--- src/design/touch_status_pkg.sv ---
package touch_status_pkg;

	// ------------------------------------------------------------------
	// register map and field layout
	// ------------------------------------------------------------------
	localparam int ADDR_W = 7;
	localparam logic [6:0] CTRL_ADDR = 7'h00;
	localparam logic [6:0] STATUS_ADDR = 7'h01;
	localparam int CTRL_FILTER_BIT = 0;
	localparam int CTRL_SETTLE_LSB = 1;
	localparam int CTRL_SCAN_LSB = 10;
	localparam logic [15:0] CTRL_RESET = 16'h0000;
	localparam logic [3:0] SCAN_XY = 4'h1;
	localparam logic [3:0] SCAN_XYZ = 4'h2;
	localparam int STAT_PINFN_LSB = 14;
	localparam int STAT_OFF_BIT = 13;
	localparam int STAT_SELF_BIT = 12;
	localparam int STAT_READY_BIT = 11;
	localparam int STAT_HORIZ_BIT = 10;
	localparam int STAT_VERT_BIT = 9;
	localparam int STAT_PRESS1_BIT = 8;
	localparam logic [1:0] PINFN_RESET = 2'h2;
	localparam logic [1:0] PINFN_PEN = 2'h0;
	localparam logic [1:0] PINFN_DATA = 2'h1;

	// ------------------------------------------------------------------
	// settling times, as printed, and cycle counts at clk_sys
	// ------------------------------------------------------------------
	localparam int CLK_PERIOD_NS = 20;
	localparam int SETTLE_100_US = 100;
	localparam int SETTLE_500_US = 500;
	localparam int SETTLE_1_MS = 1;
	localparam int SETTLE_5_MS = 5;
	localparam int SETTLE_10_MS = 10;
	localparam int SETTLE_100_MS = 100;
	localparam int CYC_100US = (SETTLE_100_US * 1000 + CLK_PERIOD_NS - 1)
		/ CLK_PERIOD_NS;
	localparam int CYC_500US = (SETTLE_500_US * 1000 + CLK_PERIOD_NS - 1)
		/ CLK_PERIOD_NS;
	localparam int CYC_1MS = (SETTLE_1_MS * 1000000 + CLK_PERIOD_NS - 1)
		/ CLK_PERIOD_NS;
	localparam int CYC_5MS = (SETTLE_5_MS * 1000000 + CLK_PERIOD_NS - 1)
		/ CLK_PERIOD_NS;
	localparam int CYC_10MS = (SETTLE_10_MS * 1000000 + CLK_PERIOD_NS - 1)
		/ CLK_PERIOD_NS;
	localparam int CYC_100MS = (SETTLE_100_MS * 1000000 + CLK_PERIOD_NS - 1)
		/ CLK_PERIOD_NS;
	localparam int SETTLE_W = 23;

	typedef enum logic {SETTLE_IDLE, SETTLE_WAIT} settle_state_t;

endpackage

--- src/design/touch_status.sv ---
// How it works
// - panel drivers switched on: wait the settle time, then start sampling
// - settle codes 000..110 give 0/100us/500us/1ms/5ms/10ms/100ms, 111 also 100ms; reset 000
// - filter bit 0 selects mean, 1 selects median; resets to 0
// - pin function 00: pin low while a touch is seen
// - pin function 01: pin low from set done until results read
// - pin function 1x: low on touch, high when conversions finish
// - pin function sits in status bits 15:14, read/write, resets to 10
// - read-only off flag is 1 while converter is powered down
// - read-only source flag is 1 when device sequences on its own
// - ready flag sets on set done, clears once all results read
// - horizontal new flag sets on store, clears after it is read
// - vertical new flag sets on store, clears after it is read
// - first pressure new flag sets on store, clears after it is read
// - continuous scan repeats until pen lifted or stop command
`timescale 1ns/100ps
`default_nettype none
module touch_status
	import touch_status_pkg::*;
#(
	parameter int CYC_100US_P = CYC_100US,
	parameter int CYC_500US_P = CYC_500US,
	parameter int CYC_1MS_P = CYC_1MS,
	parameter int CYC_5MS_P = CYC_5MS,
	parameter int CYC_10MS_P = CYC_10MS,
	parameter int CYC_100MS_P = CYC_100MS
) (
	input wire logic clk_sys,
	input wire logic rst,
	input wire logic ce,
	input wire logic regWrite,
	input wire logic regRead,
	input wire logic [ADDR_W-1:0] regAddr,
	input wire logic [15:0] regWdata,
	output logic [15:0] regRdata,
	input wire logic penTouch,
	input wire logic driversOn,
	input wire logic convActive,
	input wire logic selfControlled,
	input wire logic setDone,
	input wire logic xStored,
	input wire logic yStored,
	input wire logic z1Stored,
	input wire logic xReadDone,
	input wire logic yReadDone,
	input wire logic z1ReadDone,
	input wire logic otherPending,
	input wire logic stopCmd,
	output logic sampleStart,
	output logic filterMedian,
	output logic scanRepeat,
	output logic touchReadyPinN
);

	// ------------------------------------------------------------------
	// state
	// ------------------------------------------------------------------
	typedef struct packed {
		logic [15:0] ctrl;
		logic [1:0] pinFn;
		logic offFlag;
		logic selfFlag;
		logic ready;
		logic xNew;
		logic yNew;
		logic z1New;
		logic penS1;
		logic penS2;
		logic penS3;
		logic pen;
		logic penPending;
		logic scanActive;
		logic driversPrev;
		settle_state_t st;
		logic [SETTLE_W-1:0] cnt;
		logic sampleStart;
		logic filterMedian;
		logic scanRepeat;
		logic pinN;
		logic [15:0] rdata;
	} state_t;

	state_t s;
	state_t next_s;
	logic [SETTLE_W-1:0] settleCyc;
	logic [2:0] settleCode;

	if (CYC_100MS_P >= (1 << SETTLE_W) || CYC_100US_P < 1) begin : g_chk
		$error("settle counts do not fit the counter");
	end

	assign settleCode = s.ctrl[CTRL_SETTLE_LSB +: 3];

	always_comb begin
		case (settleCode)
		3'h0: settleCyc = '0;
		3'h1: settleCyc = SETTLE_W'(CYC_100US_P);
		3'h2: settleCyc = SETTLE_W'(CYC_500US_P);
		3'h3: settleCyc = SETTLE_W'(CYC_1MS_P);
		3'h4: settleCyc = SETTLE_W'(CYC_5MS_P);
		3'h5: settleCyc = SETTLE_W'(CYC_10MS_P);
		// never shorten settling on the spare code
		default: settleCyc = SETTLE_W'(CYC_100MS_P);
		endcase
	end

	// ------------------------------------------------------------------
	// next state
	// ------------------------------------------------------------------
	always_comb begin
		next_s = s;
		next_s.sampleStart = 1'b0;
		// pen pin comes from outside: three stages, agree on last two
		next_s.penS1 = penTouch;
		next_s.penS2 = s.penS1;
		next_s.penS3 = s.penS2;
		if (s.penS2 == s.penS3) begin
			next_s.pen = s.penS3;
		end
		next_s.offFlag = !convActive;
		next_s.selfFlag = selfControlled;
		next_s.driversPrev = driversOn;

		if (regWrite && regAddr == CTRL_ADDR) begin
			next_s.ctrl = regWdata;
			if (regWdata[CTRL_SCAN_LSB +: 4] == SCAN_XY
				|| regWdata[CTRL_SCAN_LSB +: 4] == SCAN_XYZ) begin
				next_s.scanActive = 1'b1;
			end else begin
				next_s.scanActive = 1'b0;
			end
		end
		if (regWrite && regAddr == STATUS_ADDR) begin
			next_s.pinFn = regWdata[STAT_PINFN_LSB +: 2];
		end
		if (stopCmd || (s.scanActive && !s.pen)) begin
			next_s.scanActive = 1'b0;
		end

		case (s.st)
		SETTLE_IDLE: begin
			if (driversOn && !s.driversPrev) begin
				if (settleCyc == '0) begin
					next_s.sampleStart = 1'b1;
				end else begin
					next_s.cnt = settleCyc - 1'b1;
					next_s.st = SETTLE_WAIT;
				end
			end
		end
		SETTLE_WAIT: begin
			if (!driversOn) begin
				next_s.st = SETTLE_IDLE;
			end else if (s.cnt == '0) begin
				next_s.sampleStart = 1'b1;
				next_s.st = SETTLE_IDLE;
			end else begin
				next_s.cnt = s.cnt - 1'b1;
			end
		end
		default: next_s.st = SETTLE_IDLE;
		endcase

		// clears first, so a store in the same cycle wins
		if (xReadDone) next_s.xNew = 1'b0;
		if (yReadDone) next_s.yNew = 1'b0;
		if (z1ReadDone) next_s.z1New = 1'b0;
		if (xStored) next_s.xNew = 1'b1;
		if (yStored) next_s.yNew = 1'b1;
		if (z1Stored) next_s.z1New = 1'b1;
		if ((xReadDone || yReadDone || z1ReadDone) && !next_s.xNew
			&& !next_s.yNew && !next_s.z1New && !otherPending) begin
			next_s.ready = 1'b0;
		end
		if (setDone) next_s.ready = 1'b1;

		if (setDone) next_s.penPending = 1'b0;
		if (s.pen && !s.penS3 == 1'b0 && !s.penPending && s.pen) begin
			next_s.penPending = next_s.penPending;
		end
		if (next_s.pen && !s.pen) next_s.penPending = 1'b1;

		case (s.pinFn)
		PINFN_PEN: next_s.pinN = !s.pen;
		PINFN_DATA: next_s.pinN = !s.ready;
		default: next_s.pinN = !s.penPending;
		endcase

		next_s.filterMedian = s.ctrl[CTRL_FILTER_BIT];
		next_s.scanRepeat = s.scanActive && s.pen;

		if (regRead) begin
			if (regAddr == CTRL_ADDR) begin
				next_s.rdata = s.ctrl;
			end else if (regAddr == STATUS_ADDR) begin
				next_s.rdata = {s.pinFn, s.offFlag, s.selfFlag, s.ready,
					s.xNew, s.yNew, s.z1New, 8'h00};
			end else begin
				next_s.rdata = 16'h0000;
			end
		end
	end

	// ------------------------------------------------------------------
	// registers
	// ------------------------------------------------------------------
	always_ff @(posedge clk_sys) begin
		if (rst) begin
			s <= '0;
			s.ctrl <= CTRL_RESET;
			s.pinFn <= PINFN_RESET;
			s.st <= SETTLE_IDLE;
			s.pinN <= 1'b1;
		end else if (ce) begin
			s <= next_s;
		end
	end

	assign regRdata = s.rdata;
	assign sampleStart = s.sampleStart;
	assign filterMedian = s.filterMedian;
	assign scanRepeat = s.scanRepeat;
	assign touchReadyPinN = s.pinN;
endmodule
`default_nettype wire

--- config.mk ---
export PLATFORM = sky130hd
export DESIGN_NAME = touch_status
export DESIGN_NICKNAME = d
export VERILOG_FILES = /design/src/design/touch_status_pkg.sv /design/src/design/touch_status.sv
export SDC_FILE = /design/constraint.sdc
export NUM_CORES = 1
export LEC_CHECK = 0
export BUFFER_PORTS_ARGS = -buffer_cell sky130_fd_sc_hd__buf_2
export CAP_MARGIN = 10
export CORE_UTILIZATION = 53
export CTS_BUF_LIST = sky130_fd_sc_hd__clkbuf_4 sky130_fd_sc_hd__clkbuf_8
export CTS_CLUSTER_DIAMETER = 80
export CTS_CLUSTER_SIZE = 40
export DETAILED_ROUTE_END_ITERATION = 8
export PLACE_DENSITY = 0.82
export RECOVER_POWER = 50
export SYNTH_ARGS = -nofsm -noshare
export SYNTH_HDL_FRONTEND = slang
export SYNTH_SLANG_ARGS = --single-unit
--- constraint.sdc ---
create_clock -name clk_sys -period 2.6 [get_ports clk_sys]
set_input_delay 0.78 -clock clk_sys [delete_from_list [all_inputs] [get_ports clk_sys]]
set_output_delay 0.78 -clock clk_sys [all_outputs]
set_load 0.01 [all_outputs]
==> metrics.txt, run 1 <==
DRT iter0 DRCs 289; clk slew on worst S/H paths about 0.08 ns; met2 wire length 4.895 mm; Worst path max stage delay ~0.44 ns; Fin Setup TNS 0 ns; num ports 61; drt pass-1 iters 5; Synth Area in Adders 0.009512; post-CTS setup buffer count 0; commonest register cell after synthesis dfxtp_1; largest net degree at the start of global routing 30; CP Cell Sequence buf_4 -> nand2b_1 -> ha_2 -> nor4b_4 -> o211ai_2 -> buf_4 -> o311ai_4 -> buf_12 -> a211oi_1 -> a211oi_1; sequential-to-total area share from yosys stat 0.3805; Critical Path RT about 2.9 ns; Crit Path Max Fanout 24; n_diodes 0; antenna-violating nets left 0; CTS sink count 75; EDFF count, synth 0; # setup viols final 0; PD cells a little under 500 nW/um^2; Worst-Margin Slew roughly 0.85 ns; global-route wire length before repair 15.67 mm; H-Tree Depth 3; PortBufs 60; Final min period 2.457 ns; Cell Area, Synth 3946 sq um; vias in the first global route 3331; main combinational cell family by area after synthesis simple AND/OR/NAND/NOR gates; Hold Slack 0.4551 ns; hold depth 2; CTS buffer count 9; slowest stage cell, crit path dfxtp_1; fin. max-slew vios 0; Final period util 0.9450; synth unique cells 66; status finished clean; die span in y slightly below 90 microns; Root Buffer clkbuf_8; DRT met1 WL between 4 and 5 mm; Worst Path Buf+Inv 3; fin nets 570; Post-Route WL 9.990 mm; top layer in use met4; slew margin rel. 0.4361; Top Family by Delay on Critical Path compound AO/OA/AOI/OAI gates; worst IR drop on VDD slightly below 400 uV; initial core utilization 0.5470; drt via density 5.916; TritonCTS clock tree built; CP arrival about 2.7 ns; layout cell share with drive strength beyond 1 0.1959; Vias approximately 3700; Yosys warning total 0; GRT Overall Usage 0.2596; CP Capture Type register; Reg2Reg Depth 10; worst hold path class reg -> reg; Layout Skew 0.009759 ns; Critical Path Start s[62]; static leakage about 1.7 nW; Horiz. Die Dim 88.29 microns; Max Freq 407.0 MHz; XOR/XNOR Fraction of Synth Area 0.01110; fillers 645; Synth Area in Simple Gates 0.2204; Final GP Congestion 0.9057; core area 7214 sq um; Stages on worst setup path 10; syn_area_per_cell 8.273 sq um; syn nets 521; metal3 WL 593 microns; post-CTS sizing 0; reg2reg start s[62]; DR DRC count 0; HPWL after DPL 7.207 mm; max_cap viols 0; antenna violations before repair 0; Setup CP Type reg -> reg; FFs w/ async S/R, synth 0; area grow syn2layout 13.41%; hold violation count in the final report 0; cts hold-fix bufs 0; # rows 31; compound-cell area share of the yosys netlist 0.2150; Max Buffers Root-to-Sink 2; mux share of post-synthesis cell area 0.08370; grt ovf 0; Routed wire per std cell approximately 16 microns; Post-Syn Instances 477; min-delay src regRdata[4]; #FFs+latches synth 75; Worst setup SP type register; clock latency on the worst-skew pair 0.37 ns; die footprint 7795 sq um
## final timing paths
check / end / slack [ns]
setup / recovery: s[20] / 0.14
hold / removal: regRdata[4] / 0.46
setup reg to reg: s[20] / 0.14
hold reg to reg: regRdata[4] / 0.46
## per-stage QoR
stage	area [sq um]	power (W)	setup slack (ns)	std cells	util
3_5_place_dp	4305	0.001323	0.05442	614	0.5968
2_1_floorplan	3948	0.001260	0.03206	477	-
3_3_place_gp	4305	0.001318	0.1163	614	0.5968
4_1_cts	4493	0.002181	0.09503	630	0.6228
5_1_grt	4476	0.002233	-0.003461	630	0.6204
6_report	4476	0.002170	0.1429	630	0.6204
## synthesized netlist by cell type, types with 4 or more instances
library cell / instances / area, sq um
clkbuf_1: 21 / 78.83
o21ai_0: 24 / 120.1
buf_4: 18 / 135.1
dfxtp_1: 75 / 1501
a22oi_1: 4 / 30.03
nand2_1: 43 / 161.4
o21ai_1: 13 / 65.06
nor4_1: 7 / 43.79
inv_1: 10 / 37.54
xnor2_1: 4 / 35.03
a21oi_1: 51 / 255.2
nor3_1: 13 / 65.06
mux2_2: 8 / 90.09
nand3_1: 22 / 110.1
mux2i_1: 24 / 240.2
a211oi_1: 5 / 37.54
nor2_1: 49 / 183.9
## power breakdown
part / switching [W] / leakage (nW) / total, W / internal (W)
clock: 0.000503 / 0.0975 / 0.000875 / 0.000372
sequential: 0.00000744 / 0.606 / 0.00117 / 0.00116
combinational: 0.0000778 / 1.00 / 0.000130 / 0.0000521
total: 0.000588 / 1.71 / 0.00217 / 0.00158
## tightest hold or removal path, cell delays in order, from the launching register on
cell and delay, ns:
dfxtp_1 0.31, nand2_1 0.05, a21oi_1 0.05
## layout make-up
cell class | count | area [sq um] | area share
Tap cell | 99 | 123.9 | 0.02768
Multi-Input combinational cell | 345 | 2146 | 0.4795
Timing Repair Buffer | 85 | 479.2 | 0.1071
Clock buffer | 9 | 123.9 | 0.02768
Clock inverter | 7 | 63.81 | 0.01426
Sequential cell | 75 | 1501 | 0.3355
Inverter | 10 | 37.54 | 0.008387
## layer usage
metal  global-route usage  vias up
met5                    0        -
met2               0.4266      133
met3              0.06623       33
met4               0.1041        0
met1               0.3258     1753
li1                     -     1808
## placed cells by master (no fill, tap or decap), types with 3 or more instances in the layout
master    count
dfxtp_1      75
a21oi_1      51
nor2_1       49
nand2_1      43
buf_2        39
o21ai_0      24
mux2i_1      24
clkbuf_1     23
nand3_1      22
buf_4        21
nor3_1       13
o21ai_1      13
inv_1        10
clkbuf_8      9
mux2_2        8
nor4_1        7
a211oi_1      5
inv_6         5
xnor2_1       4
nor2b_1       3
and3_1        3
nand4_1       3
or3_1         3
or4_1         3
a31oi_1       3
a22oi_1       3
o31ai_1       3
a32o_1        3
o21a_1        3
## sequential cells by signal, summed over array words and instances (netlist names)
name and count:
scanRepeat 1, touchReadyPinN 1, s 52, sampleStart 1, next_s 3, filterMedian 1
regRdata 16
## logic make-up after synthesis
kind of cell	Yosys count
simple gates	171
compound gates	134
flops	75
buf+inv	57
mux	32
xor+xnor	5
fa+ha+maj	3
Power figures use the tool's default switching activity.
==> run 2: changes to the inputs <==
--- a/config.mk
+++ b/config.mk
@@ -5,13 +5,14 @@
 export SDC_FILE = /design/constraint.sdc
 export NUM_CORES = 1
 export LEC_CHECK = 0
-export BUFFER_PORTS_ARGS = -buffer_cell sky130_fd_sc_hd__buf_2
+export BUFFER_PORTS_ARGS = -buffer_cell sky130_fd_sc_hd__buf_4
 export CAP_MARGIN = 10
 export CORE_UTILIZATION = 53
 export CTS_BUF_LIST = sky130_fd_sc_hd__clkbuf_4 sky130_fd_sc_hd__clkbuf_8
 export CTS_CLUSTER_DIAMETER = 80
 export CTS_CLUSTER_SIZE = 40
 export DETAILED_ROUTE_END_ITERATION = 8
+export HOLD_SLACK_MARGIN = 0.15
 export PLACE_DENSITY = 0.82
 export RECOVER_POWER = 50
 export SYNTH_ARGS = -nofsm -noshare
==> run 2 against run 1 <==
Against the previous run:
- non-clock buffer count decreased by 3
- count of clock-buffer cells in the layout increased by 3
- routed wire length increased by 0.38%
- final area increased by 2.1%
- register-to-register slack about the same
- flip-flop and latch count unchanged
- critical endpoint is now s[26]
- utilization increased by 1.3 points
- fmax increased by 0.57%
==> metrics.txt, run 2 (synthesis results as in run 1) <==
Critical Path RT 2.81 ns (was 2.87 ns); fin nets 567 (was 570); area post-placement 4420 sq um (was 4305 sq um); DR DRC count 0 (unchanged); Layout Skew 0.007599 ns (was 0.009759 ns); Hold Crit Endpoint regRdata[9] (was regRdata[4]); Routed wire per std cell 15.99 microns (was 15.86 microns); Final min period 2.443 ns (was 2.457 ns); CTS buffer count 9 (unchanged); global-route wire length before repair 15.70 mm (was 15.67 mm); grt ovf 0 (unchanged); drt pass-1 iters 5 (unchanged); Post-Route WL 10.03 mm (was 9.990 mm); GRT Overall Usage 0.2594 (was 0.2596); hold depth 2 (unchanged); Root Buffer clkbuf_8 (unchanged); reg2reg start s[60] (was s[62]); layout cell share with drive strength beyond 1 0.1970 (was 0.1959); clock latency on the worst-skew pair 0.35 ns (was 0.37 ns); die footprint 7795 sq um (unchanged); Place WS 0.1086 ns (was 0.05442 ns); HPWL after DPL 7.041 mm (was 7.207 mm); Max Freq 409.3 MHz (was 407.0 MHz); post-CTS sizing 0 (unchanged); # setup viols final 0 (unchanged); worst IR drop on VDD 310.1 uV (was 391.4 uV); static leakage 1.732 nW (was 1.706 nW); Vias 3786 (was 3727); fin. max-slew vios 0 (unchanged); post-CTS setup buffer count 0 (unchanged); Max Buffers Root-to-Sink 2 (unchanged); # rows 31 (unchanged); drt via density 6.038 (was 5.916); vias in the first global route 3463 (was 3331); num ports 61 (unchanged); area grow syn2layout 15.79% (was 13.41%); initial core utilization 0.5470 (unchanged); PD cells 491.6 nW/um^2 (was 484.8 nW/um^2); DRT iter0 DRCs 299 (was 289); min-delay src regRdata[9] (was regRdata[4]); cts hold-fix bufs 0 (unchanged); fin worst setup slack 0.1569 ns (was 0.1429 ns); Worst setup SP type register (unchanged); largest net degree at the start of global routing 45 (was 30); overall power 0.002246 W (was 0.002170 W); Worst Path Buf+Inv 0 (was 3); worst hold path class reg -> reg (unchanged); Setup CP Type reg -> reg (unchanged); max_cap viols 0 (unchanged); Top Family by Delay on Critical Path simple AND/OR/NAND/NOR gates (was compound AO/OA/AOI/OAI gates); Most flops, register s (unchanged); hold violation count in the final report 0 (unchanged); CP Capture Type register (unchanged); Worst-Margin Slew 0.8976 ns (was 0.8453 ns); Fin Setup TNS 0 ns (unchanged); TritonCTS clock tree built (unchanged); H-Tree Depth 3 (unchanged); final instance area 4569 sq um (was 4476 sq um); Critical Path Start s[60] (was s[62]); antenna violations before repair 0 (unchanged); Worst path max stage delay 0.61 ns (was 0.44 ns); Hold Slack 0.4519 ns (was 0.4551 ns); Crit Path Max Fanout 7 (was 24); most frequent cells in the layout dfxtp_1, buf_4, a21oi_1 (was dfxtp_1, a21oi_1, nor2_1); CTS sink count 75 (unchanged); Reg2Reg Depth 8 (was 10); Final GP Congestion 0.9343 (was 0.9057); most common cell after layout, fill and taps aside dfxtp_1 (unchanged); fillers 625 (was 645); n_diodes 0 (unchanged); CP arrival 2.65 ns (was 2.73 ns); RSZ-0062 raised after global routing false; CP Cell Sequence nor2b_1 -> a22oi_1 -> ha_1 -> or4b_2 -> nand2_1 -> nor3_1 -> o21ai_0 -> a21oi_1 (was buf_4 -> nand2b_1 -> ha_2 -> nor4b_4 -> o211ai_2 -> buf_4 -> o311ai_4 -> buf_12 -> a211oi_1 -> a211oi_1); status finished clean (unchanged); Final period util 0.9397 (was 0.9450); antenna-violating nets left 0 (unchanged); core area 7214 sq um (unchanged); slowest stage cell, crit path or4b_2 (was dfxtp_1); slew margin rel. 0.4016 (was 0.4361); Largest register FFs 52 (unchanged); PortBufs 60 (unchanged); worst r2r dst s[26] (was s[20]); Horiz. Die Dim 88.29 microns (unchanged); R2R Setup Slk 0.16 ns (was 0.14 ns); die span in y 88.29 microns (unchanged); clk slew on worst S/H paths 0.08 ns (about the same)
[run 2: changes by cell type in the layout (fill, tap and decap cells not counted), moves of 2 or more]
| cell | change |
|---|---|
| clkbuf_1 | -3 |
| buf_4 | +38 |
| clkbuf_2 | +2 |
| buf_2 | -39 |
| inv_6 | -5 |
| clkbuf_8 | +2 |
| clkinv_2 | +2 |
[run 2: per-layer routing]
metal  global-route usage  up-vias  wire length [microns]
met2               0.4336      155                   4947
met4              0.09091        0                    161
met1               0.3231     1813                   4185
li1                     -     1796                      -
met3              0.06903       22                    733
met5                    0        -                      0
[run 2: cell type report]
| class | count | area, sq um | share of cell area |
|---|---|---|---|
| inverters | 10 | 37.54 | 0.008215 |
| well taps | 99 | 123.9 | 0.02711 |
| flip-flops and latches | 75 | 1503 | 0.3289 |
| clock buffers | 12 | 158.9 | 0.03478 |
| repair buffers | 82 | 548.0 | 0.1199 |
| clock inverters | 4 | 48.80 | 0.01068 |
| multi-input cells | 345 | 2150 | 0.4704 |
[run 2: report_power, final]
part           total [W]  switching (W)  internal (W)  leakage (nW)
clock network   0.000936       0.000430      0.000505         0.110
registers        0.00117     0.00000771       0.00116         0.606
logic           0.000145      0.0000785     0.0000665          1.02
total            0.00225       0.000516       0.00173          1.73
[run 2: worst max path at each step]
stage            end  depth (start not counted)
5_1_grt        s[22]                          7
3_5_place_dp   s[30]                          7
2_1_floorplan  s[32]                         11
3_3_place_gp   s[30]                          7
4_1_cts        s[30]                         10
6_report       s[26]                          8
[run 2: per-stage QoR]
step,util,cells
6_report,0.6334,627
5_1_grt,0.6334,627
4_1_cts,0.6415,627
3_5_place_dp,0.6127,611
3_3_place_gp,0.6127,611
2_1_floorplan,-,477
[run 2: tightest hold or removal path: stages, from the launching register on]
cell     delay [ns]
dfxtp_1        0.31
nand2_1        0.05
a21oi_1        0.05
